## src/design/bmc_pkg.sv

```systemverilog
package bmc_pkg;
   // Register byte offsets
   localparam logic [7:0] ADDR_ACK = 8'h00;
   localparam logic [7:0] ADDR_CMD = 8'h04;
   localparam logic [7:0] ADDR_COUNTDOWN = 8'h08;
   localparam logic [7:0] ADDR_FREE = 8'h0C;
   localparam logic [7:0] ADDR_RX_THRESH = 8'h10;
   localparam logic [7:0] ADDR_INT_STATUS = 8'h14;
   localparam logic [7:0] ADDR_CTRL = 8'h20;

   // Control and status bit positions
   localparam int BIT_HALTED = 2;
   localparam int BIT_UP_DONE = 3;
   localparam int BIT_DN_DONE = 4;
   localparam int BIT_EARLY = 5;
   localparam int BIT_ARM = 6;
   localparam int BIT_ACTIVE = 7;
   localparam int BIT_RATE = 8;
   localparam int BIT_MODE = 9;
   localparam int BIT_UP_LEGACY = 16;
   localparam int BIT_DN_LEGACY = 17;
   localparam int BIT_NO_MWI = 20;
   localparam int BIT_NO_MRL = 21;
   localparam int BIT_KEEP_OVR = 22;
   localparam int BIT_TABORT = 30;
   localparam int BIT_MABORT = 31;
   localparam logic [31:0] CTRL_RW_MASK = 32'h0073_0320;
   localparam logic [31:0] CTRL_RESET = 32'h0000_0000;

   // Acknowledge register bits (written as one command)
   localparam int ACK_UP = 0;
   localparam int ACK_DN = 1;
   localparam int ACK_TIMER = 2;
   // Command register bits
   localparam int CMD_HALT = 0;
   localparam int CMD_RESUME = 1;
   localparam int CMD_GRESET = 2;
   localparam int CMD_ENG_MASK = 3;
   // Interrupt status bit of the timer request
   localparam int INT_TIMER = 6;

   // Receive threshold and visibility
   localparam int THRESH_W = 11;
   localparam logic [10:0] VISIBLE_BYTES = 11'h03C;
   localparam logic [10:0] THRESH_RESET = 11'h7FF;
   localparam int TIMER_W = 16;

   // Timer tick periods
   localparam int CLK_PERIOD_PS = 10000;
   localparam int SLOW_TICK_PS = 3200000;
   localparam int FAST_TICK_PS = 320000;
   localparam int SLOW_TICK_CYC = (SLOW_TICK_PS + CLK_PERIOD_PS - 1) / CLK_PERIOD_PS;
   localparam int FAST_TICK_CYC = (FAST_TICK_PS + CLK_PERIOD_PS - 1) / CLK_PERIOD_PS;

   // PCI bus commands
   localparam logic [3:0] PCI_MEM_READ = 4'h6;
   localparam logic [3:0] PCI_MEM_WRITE = 4'h7;
   localparam logic [3:0] PCI_MEM_READ_LINE = 4'hE;
   localparam logic [3:0] PCI_MEM_WRITE_INV = 4'hF;

   // AXI responses
   localparam logic [1:0] RESP_OKAY = 2'h0;
   localparam logic [1:0] RESP_SLVERR = 2'h2;

   typedef enum logic [1:0] {OP_FETCH_NEXT, OP_WRITE_STATUS, OP_WRITE_DONE, OP_RAISE_IRQ} bmc_op_t;
   typedef enum logic [1:0] {UP_IDLE, UP_FIRST, UP_SECOND} bmc_up_state_t;
   typedef enum logic [1:0] {DN_IDLE, DN_STEP1, DN_STEP2, DN_STEP3} bmc_dn_state_t;
endpackage

```

## src/design/bmc_ctrl.sv

```systemverilog
// The implementer's own choices: the address map and the AXI4-Lite interface to the registers.
`timescale 1ns/1ps
module bmc_ctrl
   import bmc_pkg::*;
(
   input wire logic aclk,
   input wire logic aresetn,
   input wire logic [7:0] s_axi_awaddr,
   input wire logic s_axi_awvalid,
   output logic s_axi_awready,
   input wire logic [31:0] s_axi_wdata,
   input wire logic [3:0] s_axi_wstrb,
   input wire logic s_axi_wvalid,
   output logic s_axi_wready,
   output logic [1:0] s_axi_bresp,
   output logic s_axi_bvalid,
   input wire logic s_axi_bready,
   input wire logic [7:0] s_axi_araddr,
   input wire logic s_axi_arvalid,
   output logic s_axi_arready,
   output logic [31:0] s_axi_rdata,
   output logic [1:0] s_axi_rresp,
   output logic s_axi_rvalid,
   input wire logic s_axi_rready,
   input wire logic rx_pending,
   input wire logic [10:0] rx_visible_bytes,
   input wire logic rx_complete,
   input wire logic rx_overrun,
   output logic upload_qualify,
   output logic upload_discard,
   input wire logic upload_seq_start,
   input wire logic upload_step_done,
   output logic upload_step_valid,
   output bmc_op_t upload_step_op,
   input wire logic download_seq_start,
   input wire logic download_indicate,
   input wire logic download_step_done,
   output logic download_step_valid,
   output bmc_op_t download_step_op,
   output logic download_enable,
   input wire logic download_busy,
   input wire logic download_polling,
   input wire logic [3:0] bus_cmd_req,
   output logic [3:0] bus_cmd,
   input wire logic target_abort_seen,
   input wire logic master_abort_seen,
   output logic timer_irq_flag,
   output logic engines_reset
);
   logic [31:0] ctrl_rw;
   logic [10:0] receive_early_threshold;
   logic upload_done_latch;
   logic download_done_flag;
   logic download_halted_flag;
   logic timer_arm_flag;
   logic target_abort_flag;
   logic master_abort_flag;
   logic wr_fire;
   logic rd_fire;
   logic [31:0] wmask;
   logic ack_up_wr;
   logic ack_dn_wr;
   logic ack_tmr_wr;
   logic cmd_wr;
   logic cd_load;
   logic [15:0] cd_count;
   logic [15:0] free_running_timer;
   logic cd_expire;
   logic up_finish;
   logic dn_irq;
   logic blocked;
   logic up_legacy;
   logic dn_legacy;
   logic dn_ind;
   logic [31:0] status_word;
   logic [31:0] int_word;
   logic [10:0] qual_level;
   bmc_up_state_t up_state;
   bmc_dn_state_t dn_state;

   // Byte-lane mask from write strobes
   function automatic logic [31:0] strb_mask(input logic [3:0] strb);
      return {{8{strb[3]}}, {8{strb[2]}}, {8{strb[1]}}, {8{strb[0]}}};
   endfunction

   // Registers answering at an address; others get SLVERR
   function automatic logic reg_known(input logic [7:0] a);
      return a == ADDR_ACK || a == ADDR_CMD || a == ADDR_COUNTDOWN || a == ADDR_FREE ||
             a == ADDR_RX_THRESH || a == ADDR_INT_STATUS || a == ADDR_CTRL;
   endfunction

   // Download step table, indexed by step and order bit
   function automatic bmc_op_t dn_op(input bmc_dn_state_t st, input logic legacy);
      case (st)
         DN_STEP1: return legacy ? OP_WRITE_DONE : OP_FETCH_NEXT;
         DN_STEP2: return legacy ? OP_FETCH_NEXT : OP_RAISE_IRQ;
         DN_STEP3: return legacy ? OP_RAISE_IRQ : OP_WRITE_DONE;
         default: return OP_FETCH_NEXT;
      endcase
   endfunction

   // Write side: address and data taken together, one at a time
   assign wr_fire = s_axi_awvalid && s_axi_wvalid && !s_axi_bvalid;
   assign s_axi_awready = wr_fire;
   assign s_axi_wready = wr_fire;
   assign rd_fire = s_axi_arvalid && !s_axi_rvalid;
   assign s_axi_arready = !s_axi_rvalid;
   assign wmask = strb_mask(s_axi_wstrb);
   assign ack_up_wr = wr_fire && s_axi_awaddr == ADDR_ACK && s_axi_wstrb[0] && s_axi_wdata[ACK_UP];
   assign ack_dn_wr = wr_fire && s_axi_awaddr == ADDR_ACK && s_axi_wstrb[0] && s_axi_wdata[ACK_DN];
   assign ack_tmr_wr = wr_fire && s_axi_awaddr == ADDR_ACK && s_axi_wstrb[0] && s_axi_wdata[ACK_TIMER];
   assign cmd_wr = wr_fire && s_axi_awaddr == ADDR_CMD && s_axi_wstrb[0];
   // Partial countdown writes would load half a value, so both low lanes are needed
   assign cd_load = wr_fire && s_axi_awaddr == ADDR_COUNTDOWN && (&s_axi_wstrb[1:0]);

   // Write response
   always_ff @(posedge aclk) begin
      if (!aresetn) begin
         s_axi_bvalid <= 1'b0;
         s_axi_bresp <= RESP_OKAY;
      end else if (wr_fire) begin
         s_axi_bvalid <= 1'b1;
         s_axi_bresp <= reg_known(s_axi_awaddr) ? RESP_OKAY : RESP_SLVERR;
      end else if (s_axi_bready) begin
         s_axi_bvalid <= 1'b0;
      end
   end

   always_ff @(posedge aclk) begin
      if (!aresetn) begin
         ctrl_rw <= CTRL_RESET;
      end else if (wr_fire && s_axi_awaddr == ADDR_CTRL) begin
         ctrl_rw <= (ctrl_rw & ~(wmask & CTRL_RW_MASK)) | (s_axi_wdata & wmask & CTRL_RW_MASK);
      end
   end

   always_ff @(posedge aclk) begin
      if (!aresetn) begin
         receive_early_threshold <= THRESH_RESET;
      end else if (wr_fire && s_axi_awaddr == ADDR_RX_THRESH) begin
         receive_early_threshold <= (receive_early_threshold & ~wmask[10:0]) | (s_axi_wdata[10:0] & wmask[10:0]);
      end
   end

   // sticky upload flag, set wins over acknowledge
   always_ff @(posedge aclk) begin
      if (!aresetn) begin
         upload_done_latch <= 1'b0;
      end else if (up_finish) begin
         upload_done_latch <= 1'b1;
      end else if (ack_up_wr) begin
         upload_done_latch <= 1'b0;
      end
   end

   always_ff @(posedge aclk) begin
      if (!aresetn) begin
         download_done_flag <= 1'b0;
      end else if (dn_irq) begin
         download_done_flag <= 1'b1;
      end else if (ack_dn_wr) begin
         download_done_flag <= 1'b0;
      end
   end

   always_ff @(posedge aclk) begin
      if (!aresetn) begin
         download_halted_flag <= 1'b0;
      end else if (cmd_wr && s_axi_wdata[CMD_HALT]) begin
         download_halted_flag <= 1'b1;
      end else if (cmd_wr && s_axi_wdata[CMD_RESUME]) begin
         download_halted_flag <= 1'b0;
      end
   end

   // abort flags, a new abort beats the clear
   // cleared by global reset with engine mask clear
   always_ff @(posedge aclk) begin
      if (!aresetn) begin
         target_abort_flag <= 1'b0;
         master_abort_flag <= 1'b0;
         engines_reset <= 1'b0;
      end else begin
         engines_reset <= cmd_wr && s_axi_wdata[CMD_GRESET] && !s_axi_wdata[CMD_ENG_MASK];
         if (target_abort_seen) begin
            target_abort_flag <= 1'b1;
         end else if (cmd_wr && s_axi_wdata[CMD_GRESET] && !s_axi_wdata[CMD_ENG_MASK]) begin
            target_abort_flag <= 1'b0;
         end
         if (master_abort_seen) begin
            master_abort_flag <= 1'b1;
         end else if (cmd_wr && s_axi_wdata[CMD_GRESET] && !s_axi_wdata[CMD_ENG_MASK]) begin
            master_abort_flag <= 1'b0;
         end
      end
   end

   // tick rate and start mode go to the timer
   bmc_timer u_timer (
      .aclk(aclk),
      .aresetn(aresetn),
      .rate_fast(ctrl_rw[BIT_RATE]),
      .start_mode(ctrl_rw[BIT_MODE]),
      .load(cd_load),
      .load_value(s_axi_wdata[15:0]),
      .dn_done_status(download_done_flag),
      .count(cd_count),
      .free_count(free_running_timer),
      .expire(cd_expire)
   );

   // arm flag managed by hardware only
   always_ff @(posedge aclk) begin
      if (!aresetn) begin
         timer_arm_flag <= 1'b0;
      end else if (cd_load) begin
         timer_arm_flag <= s_axi_wdata[15:0] != 16'h0000;
      end else if (cd_expire && timer_arm_flag) begin
         timer_arm_flag <= 1'b0;
      end
   end

   // expiry sets request only while armed
   always_ff @(posedge aclk) begin
      if (!aresetn) begin
         timer_irq_flag <= 1'b0;
      end else if (cd_expire && timer_arm_flag) begin
         timer_irq_flag <= 1'b1;
      end else if (ack_tmr_wr) begin
         timer_irq_flag <= 1'b0;
      end
   end

   assign status_word = ctrl_rw | (32'(download_halted_flag) << BIT_HALTED) |
                        (32'(upload_done_latch) << BIT_UP_DONE) | (32'(download_done_flag) << BIT_DN_DONE) |
                        (32'(timer_arm_flag) << BIT_ARM) |
                        (32'(download_busy || download_polling || dn_state != DN_IDLE) << BIT_ACTIVE) |
                        (32'(target_abort_flag) << BIT_TABORT) | (32'(master_abort_flag) << BIT_MABORT);
   assign int_word = (32'(upload_done_latch) << BIT_UP_DONE) | (32'(download_done_flag) << BIT_DN_DONE) |
                     (32'(timer_irq_flag) << INT_TIMER);

   // Read data registered; command registers read zero
   always_ff @(posedge aclk) begin
      if (!aresetn) begin
         s_axi_rvalid <= 1'b0;
         s_axi_rdata <= 32'h0000_0000;
         s_axi_rresp <= RESP_OKAY;
      end else if (rd_fire) begin
         s_axi_rvalid <= 1'b1;
         s_axi_rresp <= reg_known(s_axi_araddr) ? RESP_OKAY : RESP_SLVERR;
         case (s_axi_araddr)
            ADDR_COUNTDOWN: s_axi_rdata <= {16'h0000, cd_count};
            ADDR_FREE: s_axi_rdata <= {16'h0000, free_running_timer};
            ADDR_RX_THRESH: s_axi_rdata <= {21'h000000, receive_early_threshold};
            ADDR_INT_STATUS: s_axi_rdata <= int_word;
            ADDR_CTRL: s_axi_rdata <= status_word;
            default: s_axi_rdata <= 32'h0000_0000;
         endcase
      end else if (s_axi_rready) begin
         s_axi_rvalid <= 1'b0;
      end
   end

   // engines blocked while any abort stands
   assign blocked = target_abort_flag || master_abort_flag;
   assign download_enable = !blocked && !download_halted_flag;

   // visibility point is the threshold with the early bit set, else the smaller of 60 and the threshold
   assign qual_level = ctrl_rw[BIT_EARLY] ? receive_early_threshold :
                       (receive_early_threshold < VISIBLE_BYTES ? receive_early_threshold : VISIBLE_BYTES);

   always_ff @(posedge aclk) begin
      if (!aresetn) begin
         upload_qualify <= 1'b0;
         upload_discard <= 1'b0;
      end else begin
         upload_discard <= rx_pending && rx_overrun && !ctrl_rw[BIT_KEEP_OVR];
         upload_qualify <= rx_pending && !blocked && !(rx_overrun && !ctrl_rw[BIT_KEEP_OVR]) &&
                           (rx_complete || rx_visible_bytes >= qual_level);
      end
   end

   always_ff @(posedge aclk) begin
      if (!aresetn) begin
         bus_cmd <= PCI_MEM_READ;
      end else if (bus_cmd_req == PCI_MEM_WRITE_INV && ctrl_rw[BIT_NO_MWI]) begin
         bus_cmd <= PCI_MEM_WRITE;
      end else if (bus_cmd_req == PCI_MEM_READ_LINE && ctrl_rw[BIT_NO_MRL]) begin
         bus_cmd <= PCI_MEM_READ;
      end else begin
         bus_cmd <= bus_cmd_req;
      end
   end

   // upload descriptor sequencer; order latched at start
   always_ff @(posedge aclk) begin
      if (!aresetn) begin
         up_state <= UP_IDLE;
         up_legacy <= 1'b0;
         up_finish <= 1'b0;
      end else begin
         up_finish <= 1'b0;
         case (up_state)
            UP_IDLE: begin
               if (upload_seq_start && !blocked) begin
                  up_legacy <= ctrl_rw[BIT_UP_LEGACY];
                  up_state <= UP_FIRST;
               end
            end
            UP_FIRST: begin
               if (upload_step_done) begin
                  up_state <= UP_SECOND;
               end
            end
            UP_SECOND: begin
               if (upload_step_done) begin
                  up_state <= UP_IDLE;
                  up_finish <= 1'b1;
               end
            end
            default: up_state <= UP_IDLE;
         endcase
      end
   end
   assign upload_step_valid = up_state != UP_IDLE;
   assign upload_step_op = ((up_state == UP_FIRST) == up_legacy) ? OP_WRITE_STATUS : OP_FETCH_NEXT;

   // download sequencer; irq step is internal and takes one cycle
   always_ff @(posedge aclk) begin
      if (!aresetn) begin
         dn_state <= DN_IDLE;
         dn_legacy <= 1'b0;
         dn_ind <= 1'b0;
         dn_irq <= 1'b0;
      end else begin
         dn_irq <= 1'b0;
         case (dn_state)
            DN_IDLE: begin
               if (download_seq_start && download_enable) begin
                  dn_legacy <= ctrl_rw[BIT_DN_LEGACY];
                  dn_ind <= download_indicate;
                  dn_state <= DN_STEP1;
               end
            end
            DN_STEP1, DN_STEP2, DN_STEP3: begin
               if (dn_op(dn_state, dn_legacy) == OP_RAISE_IRQ || download_step_done) begin
                  dn_irq <= dn_op(dn_state, dn_legacy) == OP_RAISE_IRQ && dn_ind;
                  dn_state <= dn_state == DN_STEP3 ? DN_IDLE : (dn_state == DN_STEP1 ? DN_STEP2 : DN_STEP3);
               end
            end
            default: dn_state <= DN_IDLE;
         endcase
      end
   end
   assign download_step_op = dn_op(dn_state, dn_legacy);
   assign download_step_valid = dn_state != DN_IDLE && download_step_op != OP_RAISE_IRQ;

   up_hold_a: assert property (@(posedge aclk) disable iff (!aresetn)
      upload_done_latch && !ack_up_wr |=> upload_done_latch) else $error("upload flag dropped");
   up_ack_a: assert property (@(posedge aclk) disable iff (!aresetn)
      ack_up_wr && !up_finish |=> !upload_done_latch) else $error("upload flag not cleared");
   dn_set_a: assert property (@(posedge aclk) disable iff (!aresetn)
      dn_irq |=> download_done_flag && status_word[BIT_DN_DONE]) else $error("download flag missing");
   timer_gate_a: assert property (@(posedge aclk) disable iff (!aresetn)
      cd_expire && !timer_arm_flag && !ack_tmr_wr |=> timer_irq_flag == $past(timer_irq_flag))
      else $error("unarmed expiry changed request");
   arm_set_a: assert property (@(posedge aclk) disable iff (!aresetn)
      cd_load && s_axi_wdata[15:0] != 16'h0000 |=> timer_arm_flag)
      else $error("arm not set");
   early_hold_a: assert property (@(posedge aclk) disable iff (!aresetn)
      ctrl_rw[BIT_EARLY] && !rx_complete && rx_visible_bytes < receive_early_threshold |=> !upload_qualify)
      else $error("early upload started");
   abort_block_a: assert property (@(posedge aclk) disable iff (!aresetn)
      blocked |-> !download_enable ##1 !upload_qualify) else $error("engines not blocked");
   mwi_defeat_a: assert property (@(posedge aclk) disable iff (!aresetn)
      ctrl_rw[BIT_NO_MWI] |=> bus_cmd != PCI_MEM_WRITE_INV) else $error("write invalidate issued");
   mrl_defeat_a: assert property (@(posedge aclk) disable iff (!aresetn)
      ctrl_rw[BIT_NO_MRL] |=> bus_cmd != PCI_MEM_READ_LINE) else $error("read line issued");
   up_order_a: assert property (@(posedge aclk) disable iff (!aresetn)
      up_state == UP_FIRST && !up_legacy |-> upload_step_op == OP_FETCH_NEXT) else $error("upload order wrong");
   halt_flag_a: assert property (@(posedge aclk) disable iff (!aresetn)
      cmd_wr && s_axi_wdata[CMD_HALT] |=> download_halted_flag && !download_enable) else $error("halt not shown");
endmodule // bmc_ctrl

```

## src/design/bmc_timer.sv

```systemverilog
`timescale 1ns/1ps
module bmc_timer
   import bmc_pkg::*;
(
   input wire logic aclk,
   input wire logic aresetn,
   input wire logic rate_fast,
   input wire logic start_mode,
   input wire logic load,
   input wire logic [15:0] load_value,
   input wire logic dn_done_status,
   output logic [15:0] count,
   output logic [15:0] free_count,
   output logic expire
);
   logic [8:0] presc;
   logic tick;
   logic running;
   logic waiting;

   // Tick period chosen by the rate bit; compare at or past the end so a rate change never wraps the divider
   assign tick = presc >= (rate_fast ? 9'(FAST_TICK_CYC - 1) : 9'(SLOW_TICK_CYC - 1));

   always_ff @(posedge aclk) begin
      if (!aresetn || tick) begin
         presc <= 9'h000;
      end else begin
         presc <= presc + 9'h001;
      end
   end

   // Free-running timer, same tick as countdown
   always_ff @(posedge aclk) begin
      if (!aresetn) begin
         free_count <= 16'h0000;
      end else if (tick) begin
         free_count <= free_count + 16'h0001;
      end
   end

   // Countdown: delayed start waits on download-complete status
   always_ff @(posedge aclk) begin
      if (!aresetn) begin
         count <= 16'h0000;
         running <= 1'b0;
         waiting <= 1'b0;
         expire <= 1'b0;
      end else begin
         expire <= 1'b0;
         if (load) begin
            count <= load_value;
            running <= (load_value != 16'h0000) && !start_mode;
            waiting <= (load_value != 16'h0000) && start_mode;
         end else if (waiting) begin
            if (dn_done_status) begin
               waiting <= 1'b0;
               running <= 1'b1;
            end
         end else if (running && tick) begin
            count <= count - 16'h0001;
            if (count == 16'h0001) begin
               running <= 1'b0;
               expire <= 1'b1;
            end
         end
      end
   end
endmodule // bmc_timer

```

## config.mk

```make
export PLATFORM = sky130hd
export DESIGN_NAME = bmc_ctrl
export DESIGN_NICKNAME = d
export VERILOG_FILES = /design/src/design/bmc_pkg.sv /design/src/design/bmc_ctrl.sv /design/src/design/bmc_timer.sv
export SDC_FILE = /design/constraint.sdc
export NUM_CORES = 1
export LEC_CHECK = 0
export ABC_CLOCK_PERIOD_IN_PS = 5100
export BUFFER_PORTS_ARGS = -buffer_cell sky130_fd_sc_hd__buf_4
export CAP_MARGIN = 40
export CORE_MARGIN = 1
export CORE_UTILIZATION = 57
export DETAILED_ROUTE_END_ITERATION = 8
export GPL_TIMING_DRIVEN = 0
export PLACE_DENSITY = 0.95
export SYNTH_ARGS = -nofsm -noshare
export SYNTH_HDL_FRONTEND = slang
export SYNTH_SLANG_ARGS = --single-unit
```

## constraint.sdc

```tcl
create_clock -name aclk -period 5.1 [get_ports aclk]
set_input_delay 0.51 -clock aclk [delete_from_list [all_inputs] [get_ports aclk]]
set_output_delay 0.51 -clock aclk [all_outputs]
set_load 0.02 [all_outputs]
```

Word-level counts from Yosys, hierarchy flattened

Index checks and enable logic that the tools add are counted.

Logic and storage cells: 238
Latch bits: 0
Output and inout bits: 56
Memories kept: 0
Flip-flop bits (word level): 148
Memory bits (writable): 0
ROM bits: 0
Input port bits: 86

$lt $le $gt $ge: 3
Reduce and logical (&&, ||, !) cells: 93
Shift-type cells: 0
Bitwise gates (word level): 19
Div/mod/pow operators: 0
Multipliers: 0
Eq/ne operators: 31
Mux-type cells: 57
$add $sub $neg: 3

Operators by type and width:

| cell                                                  | number |
|---|---|
| case mux 32 bit (5 select lines)                      | 1 |
| two-way mux 16 bit                                    | 3 |
| logical AND 1 bit                                     | 35 |
| bitwise AND 32 bit                                    | 1 |
| equality test 8 x 4 -> 1 bit (second input constant)  | 4 |
| equality test 8 x 5 -> 1 bit (second input constant)  | 4 |
| two-way mux 1 bit                                     | 32 |
| inverter 23 -> 32 bit                                 | 1 |
| OR 32 x 23 -> 32 bit                                  | 1 |
| OR 32 x 3 -> 32 bit                                   | 1 |
| OR 32 x 31 -> 32 bit                                  | 1 |
| OR 32 bit                                             | 1 |
| OR 32 x 4 -> 32 bit                                   | 1 |
| OR 32 x 5 -> 32 bit                                   | 1 |
| OR 32 x 7 -> 32 bit                                   | 1 |
| OR 32 x 8 -> 32 bit                                   | 1 |
| two-way mux 2 bit                                     | 15 |
| nonzero test 2 bit                                    | 12 |
| bitwise AND 23 bit                                    | 1 |
| bitwise AND 11 bit                                    | 2 |
| two-way mux 11 bit                                    | 2 |
| logical OR 1 bit                                      | 18 |
| adder 16 x 1 -> 16 bit (second input constant)        | 1 |
| equality test 16 x 1 -> 1 bit (second input constant) | 1 |
| other kinds (30)                                      | 65 |

Logic depth before layout (Yosys ltp)

Depth after elaboration: 11
Depth in mapped cells: 11

Cells and area by module

A second synthesis with hierarchy kept.

Cell total of the unflattened synthesis: 667
Area, all modules: 5898.2 um2

Modules (own cells, without submodules):

| module    | cells each | times used | area each (um2) |
|---|---|---|---|
| bmc_ctrl  | 405        | 1          | 3598.5 |
| bmc_timer | 262        | 1          | 2299.7 |

Least setup slack after synthesis

Ideal clock, no wire load.

Path type: input -> register
Start: input port s_axi_awvalid
End: register u_timer.count[3]
Stages on the path: 7
Library setup time: 127 ps
Data arrival time: 2035 ps
Buffers on the path: 2
Setup slack: 2937 ps
Data required time: 4973 ps
Cell sequence: and3b_1 nand2_1 or4_1 buf_2 buf_2 o21ai_0 a31oi_1

Longest elaborated chain between the ends: 6
Elaborated cells between the ends (all ways): 8
Classes of those cells: 1 x eq/ne; 1 x mux; 6 x reduce/logical

Ends and longest elaborated chain:

| what                                                                         | line            | text |
|---|---|---|
| start, declared                                                              | bmc_ctrl.sv:9   | `input wire logic s_axi_awvalid,` |
| logical AND 1 bit (*) (2 in a row)                                           | bmc_ctrl.sv:103 | `assign wr_fire = s_axi_awvalid && s_axi_wvalid && !s_axi_bvalid;` |
| logical AND 1 bit (*) (2 in a row)                                           | bmc_ctrl.sv:114 | `assign cd_load = wr_fire && s_axi_awaddr == ADDR_COUNTDOWN && (&s_axi_wstrb[1:0]);` |
| inequality test 2 bit (no source line) or nonzero test 2 bit (tied branches) | --              |  |
| AND reduction 2 bit (no source line)                                         | --              |  |
| end signal, assigned                                                         | bmc_timer.sv:51 | `count <= load_value;` |
| end signal, assigned                                                         | bmc_timer.sv:60 | `count <= count - 16'h0001;` |
| end, declared                                                                | bmc_timer.sv:12 | `output logic [15:0] count,` |

Every way passes the cells marked *; elsewhere a longest branch is shown, timed or not.
A chain may end at the register's enable or synchronous reset.

==> results.toml <==
[status]
status = "completed"

[cells_and_area]
n_antenna_cell = 0
area_growth_pct = 31.2
drive_gt1_frac = 0.230
fin_nets = 896
final_core_util = 0.775

[routing]
drc = 0
drt_wl_total_microns = 17700
drt_iter0_drc = 630
met2_length_microns = 8260
met3_length_microns = 1900
vias = 5680
routedWlPerCell_microns = 19.0
wl_met1_microns = 6740
top_layer_used = "met4"
via_per_inst = 6.09
ant_nets = 0
first_pass_iters = 6

[worst_setup_path]
r2r_end = "upload_qualify"
worst_path_largest_cell_delay_ns = 0.48
worstSetupStartpointType = "flop"
crit_family = "compound AO/OA/AOI/OAI gates"
crit_fanout = 6
arrival_ns = 2.86
crit_required_ns = 5.50
cpMaxStageDelayCell = "dfxtp_1"
setup.reg_to_reg.worst_slack_ns = 2.64
critPathKind = "flop to flop"
cp_cell_sequence = "nor3_1 -> a21oi_1 -> nor2_1 -> and2_1 -> ha_1 -> nand2b_1 -> a21o_1 -> a21oi_1 -> o211ai_1 -> o2111ai_1 -> nand2_1"
critPathCaptureType = "flop"
worstRegToRegCells = 11
path_buf_inv = 0
cpMostUsedCell = "a21oi_1"

[floorplanning]
ios = 142
chipWidth_microns = 99.8
core_area_sq_mm = 0.00924
row_count = 35
die_h_microns = 99.8
die_area_sq_mm = 0.00996
initial_core_util = 0.590

[placement]
gp_congestion = 0.951
numPortBuffers = 116
hpwl_microns = 12700

[sta]
fmax_mhz = 406
drv_slew = 0
tns_ns = 0
skew_ns = 0.00590
worst_pin_slew_ns = 0.807
period_minus_slack_ns = 2.46
setup_viol = 0
slew_headroom = 0.457
hold_viol = 0
rsz0062_at_grt = "false"
whs_ns = 0.170
min_period_over_period = 0.483

[synth]
syn-instance-count = 644
ys.warnings.count = 0
yosysSeqAreaShare = 0.415
ys.flop_type = "dfxtp_1"
synth_edf_count = 0
ys_seq_elements = 113
syn_avg_cell_area_sq_um = 8.47
async_flop_share = 0
synth_area_sq_mm = 0.00545
synth_cell_types = 56

[clock_network]
numCtsBuffers = 17
cts_hold_buf = 0
clkSinkCount = 113
h-tree-depth = 4
clock_latency_ns = 0.52
cts-root-buf = "clkbuf_8"
post_cts_buffers = 0
clockBufferDepth = 2
cts_resized = 0
cts.clk_slew.worst_paths_ns = 0.06
cts_tree = "yes"

[worst_hold_path]
hold_end = "s_axi_rvalid"
worstHoldStart = "s_axi_rready"
hp-class = "input pin to flop"
holdPathStages = 2

[job]
drv_cap = 0

[power_and_ir_drop]
leakagePower_nw = 2.98
cellPowerDensity_mw_per_mm2 = 333
peakVddDrop_mv = 0.250

[global_route]
grt_pass1_wl_microns = 27100
overflow = 0
grt_max_degree = 17
antenna_found_initial = 0
grt_pass1_vias = 5405
grt.total_usage = 0.357
cell type report:
class	instances	area, sq um
repair buffers	116	871
flip-flops and latches	113	2260
fillers	603	2080
plain buffers	39	220
multi-input cells	490	2960
clock inverters	14	213
inverters	13	48.8
well taps	129	161
clock buffers	18	418
where the power goes:
part           total, mW  internal, mW  leakage (nW)  switching [mW]
Combinational      0.203        0.0881          1.77           0.115
Clock               1.28         0.841         0.297           0.435
Sequential         0.906         0.895         0.914          0.0110
Total               2.39          1.82          2.98           0.560
synth_stat cells, types with 5 or more instances:
cell	instances	area, sq um
dfxtp_1	113	2260
nor2_1	90	338
nand2_1	80	300
a21oi_1	40	200
nand3_1	33	165
ha_1	20	250
xnor2_1	19	166
clkbuf_1	16	60.1
mux2i_1	16	160
xor2_1	15	131
buf_4	13	97.6
nor3_1	13	65.1
o21ai_0	13	65.1
a211oi_1	12	90.1
inv_1	12	45.0
nor4_1	11	68.8
a222oi_1	10	100
a22o_1	8	70.1
a2bb2oi_1	8	70.1
buf_2	8	40.0
nand2b_1	8	50.1
a22oi_1	7	52.6
nand4_1	7	43.8
nand3b_1	6	45.0
and3_1	5	31.3
or3_1	5	31.3
placed cells by master (no fill, tap or decap), drive strengths merged, types with 14 or more instances in the layout:
| cell type | n |
|---|---|
| nand3 | 33 |
| ha | 20 |
| xor2 | 15 |
| inv | 14 |
| a21oi | 40 |
| dfxtp | 113 |
| nor3 | 14 |
| nand2 | 80 |
| nor2 | 92 |
| clkbuf | 34 |
| buf | 139 |
| xnor2 | 19 |
| o21ai | 14 |
| mux2i | 16 |
through the flow:
step	power [mW]	setup WS (ns)	area, sq um	cells
floorplan	1.02	2.94	5500	655
global placement	1.11	2.66	6530	900
detailed placement	1.12	2.49	6530	900
CTS	2.37	2.70	7160	932
global route	2.43	2.48	7160	932
finish	2.39	2.64	7160	932
worst reg2reg max path: cells and delay by family, from the launching register on:
kind                     cells  cell delay (ns)
AND/OR/NAND/NOR              5             0.69
AO/OA/AOI/OAI                5             0.92
adder cells (fa/ha/maj)      1             0.26
flip-flops                   1             0.48
kinds of logic after synthesis:
| logic type | synth area share |
|---|---|
| and+or+nand+nor | 0.255 |
| AOI/OAI and AO/OA | 0.144 |
| DFF | 0.415 |
| buffers and inverters | 0.0493 |
| xor gates and xnor gates | 0.0546 |
| adders and majority gates | 0.0459 |
| muxes | 0.0356 |
| other | 0.000688 |
metal layers:
layer	up-vias	global-route usage
met5	-	0
met1	2606	0.438
li1	2563	-
met3	88	0.0850
met2	423	0.582
met4	0	0.193
worst max path at each step:
stage,endpoint,slack [ns],depth (start not counted)
5_1_grt,upload_qualify,2.48,11
3_5_place_dp,u_timer.running,2.49,7
3_3_place_gp,s_axi_rdata[9],2.66,8
4_1_cts,upload_qualify,2.70,11
6_report,upload_qualify,2.64,11
2_1_floorplan,u_timer.count[3],2.94,7
(Power assumes the default switching activity.)
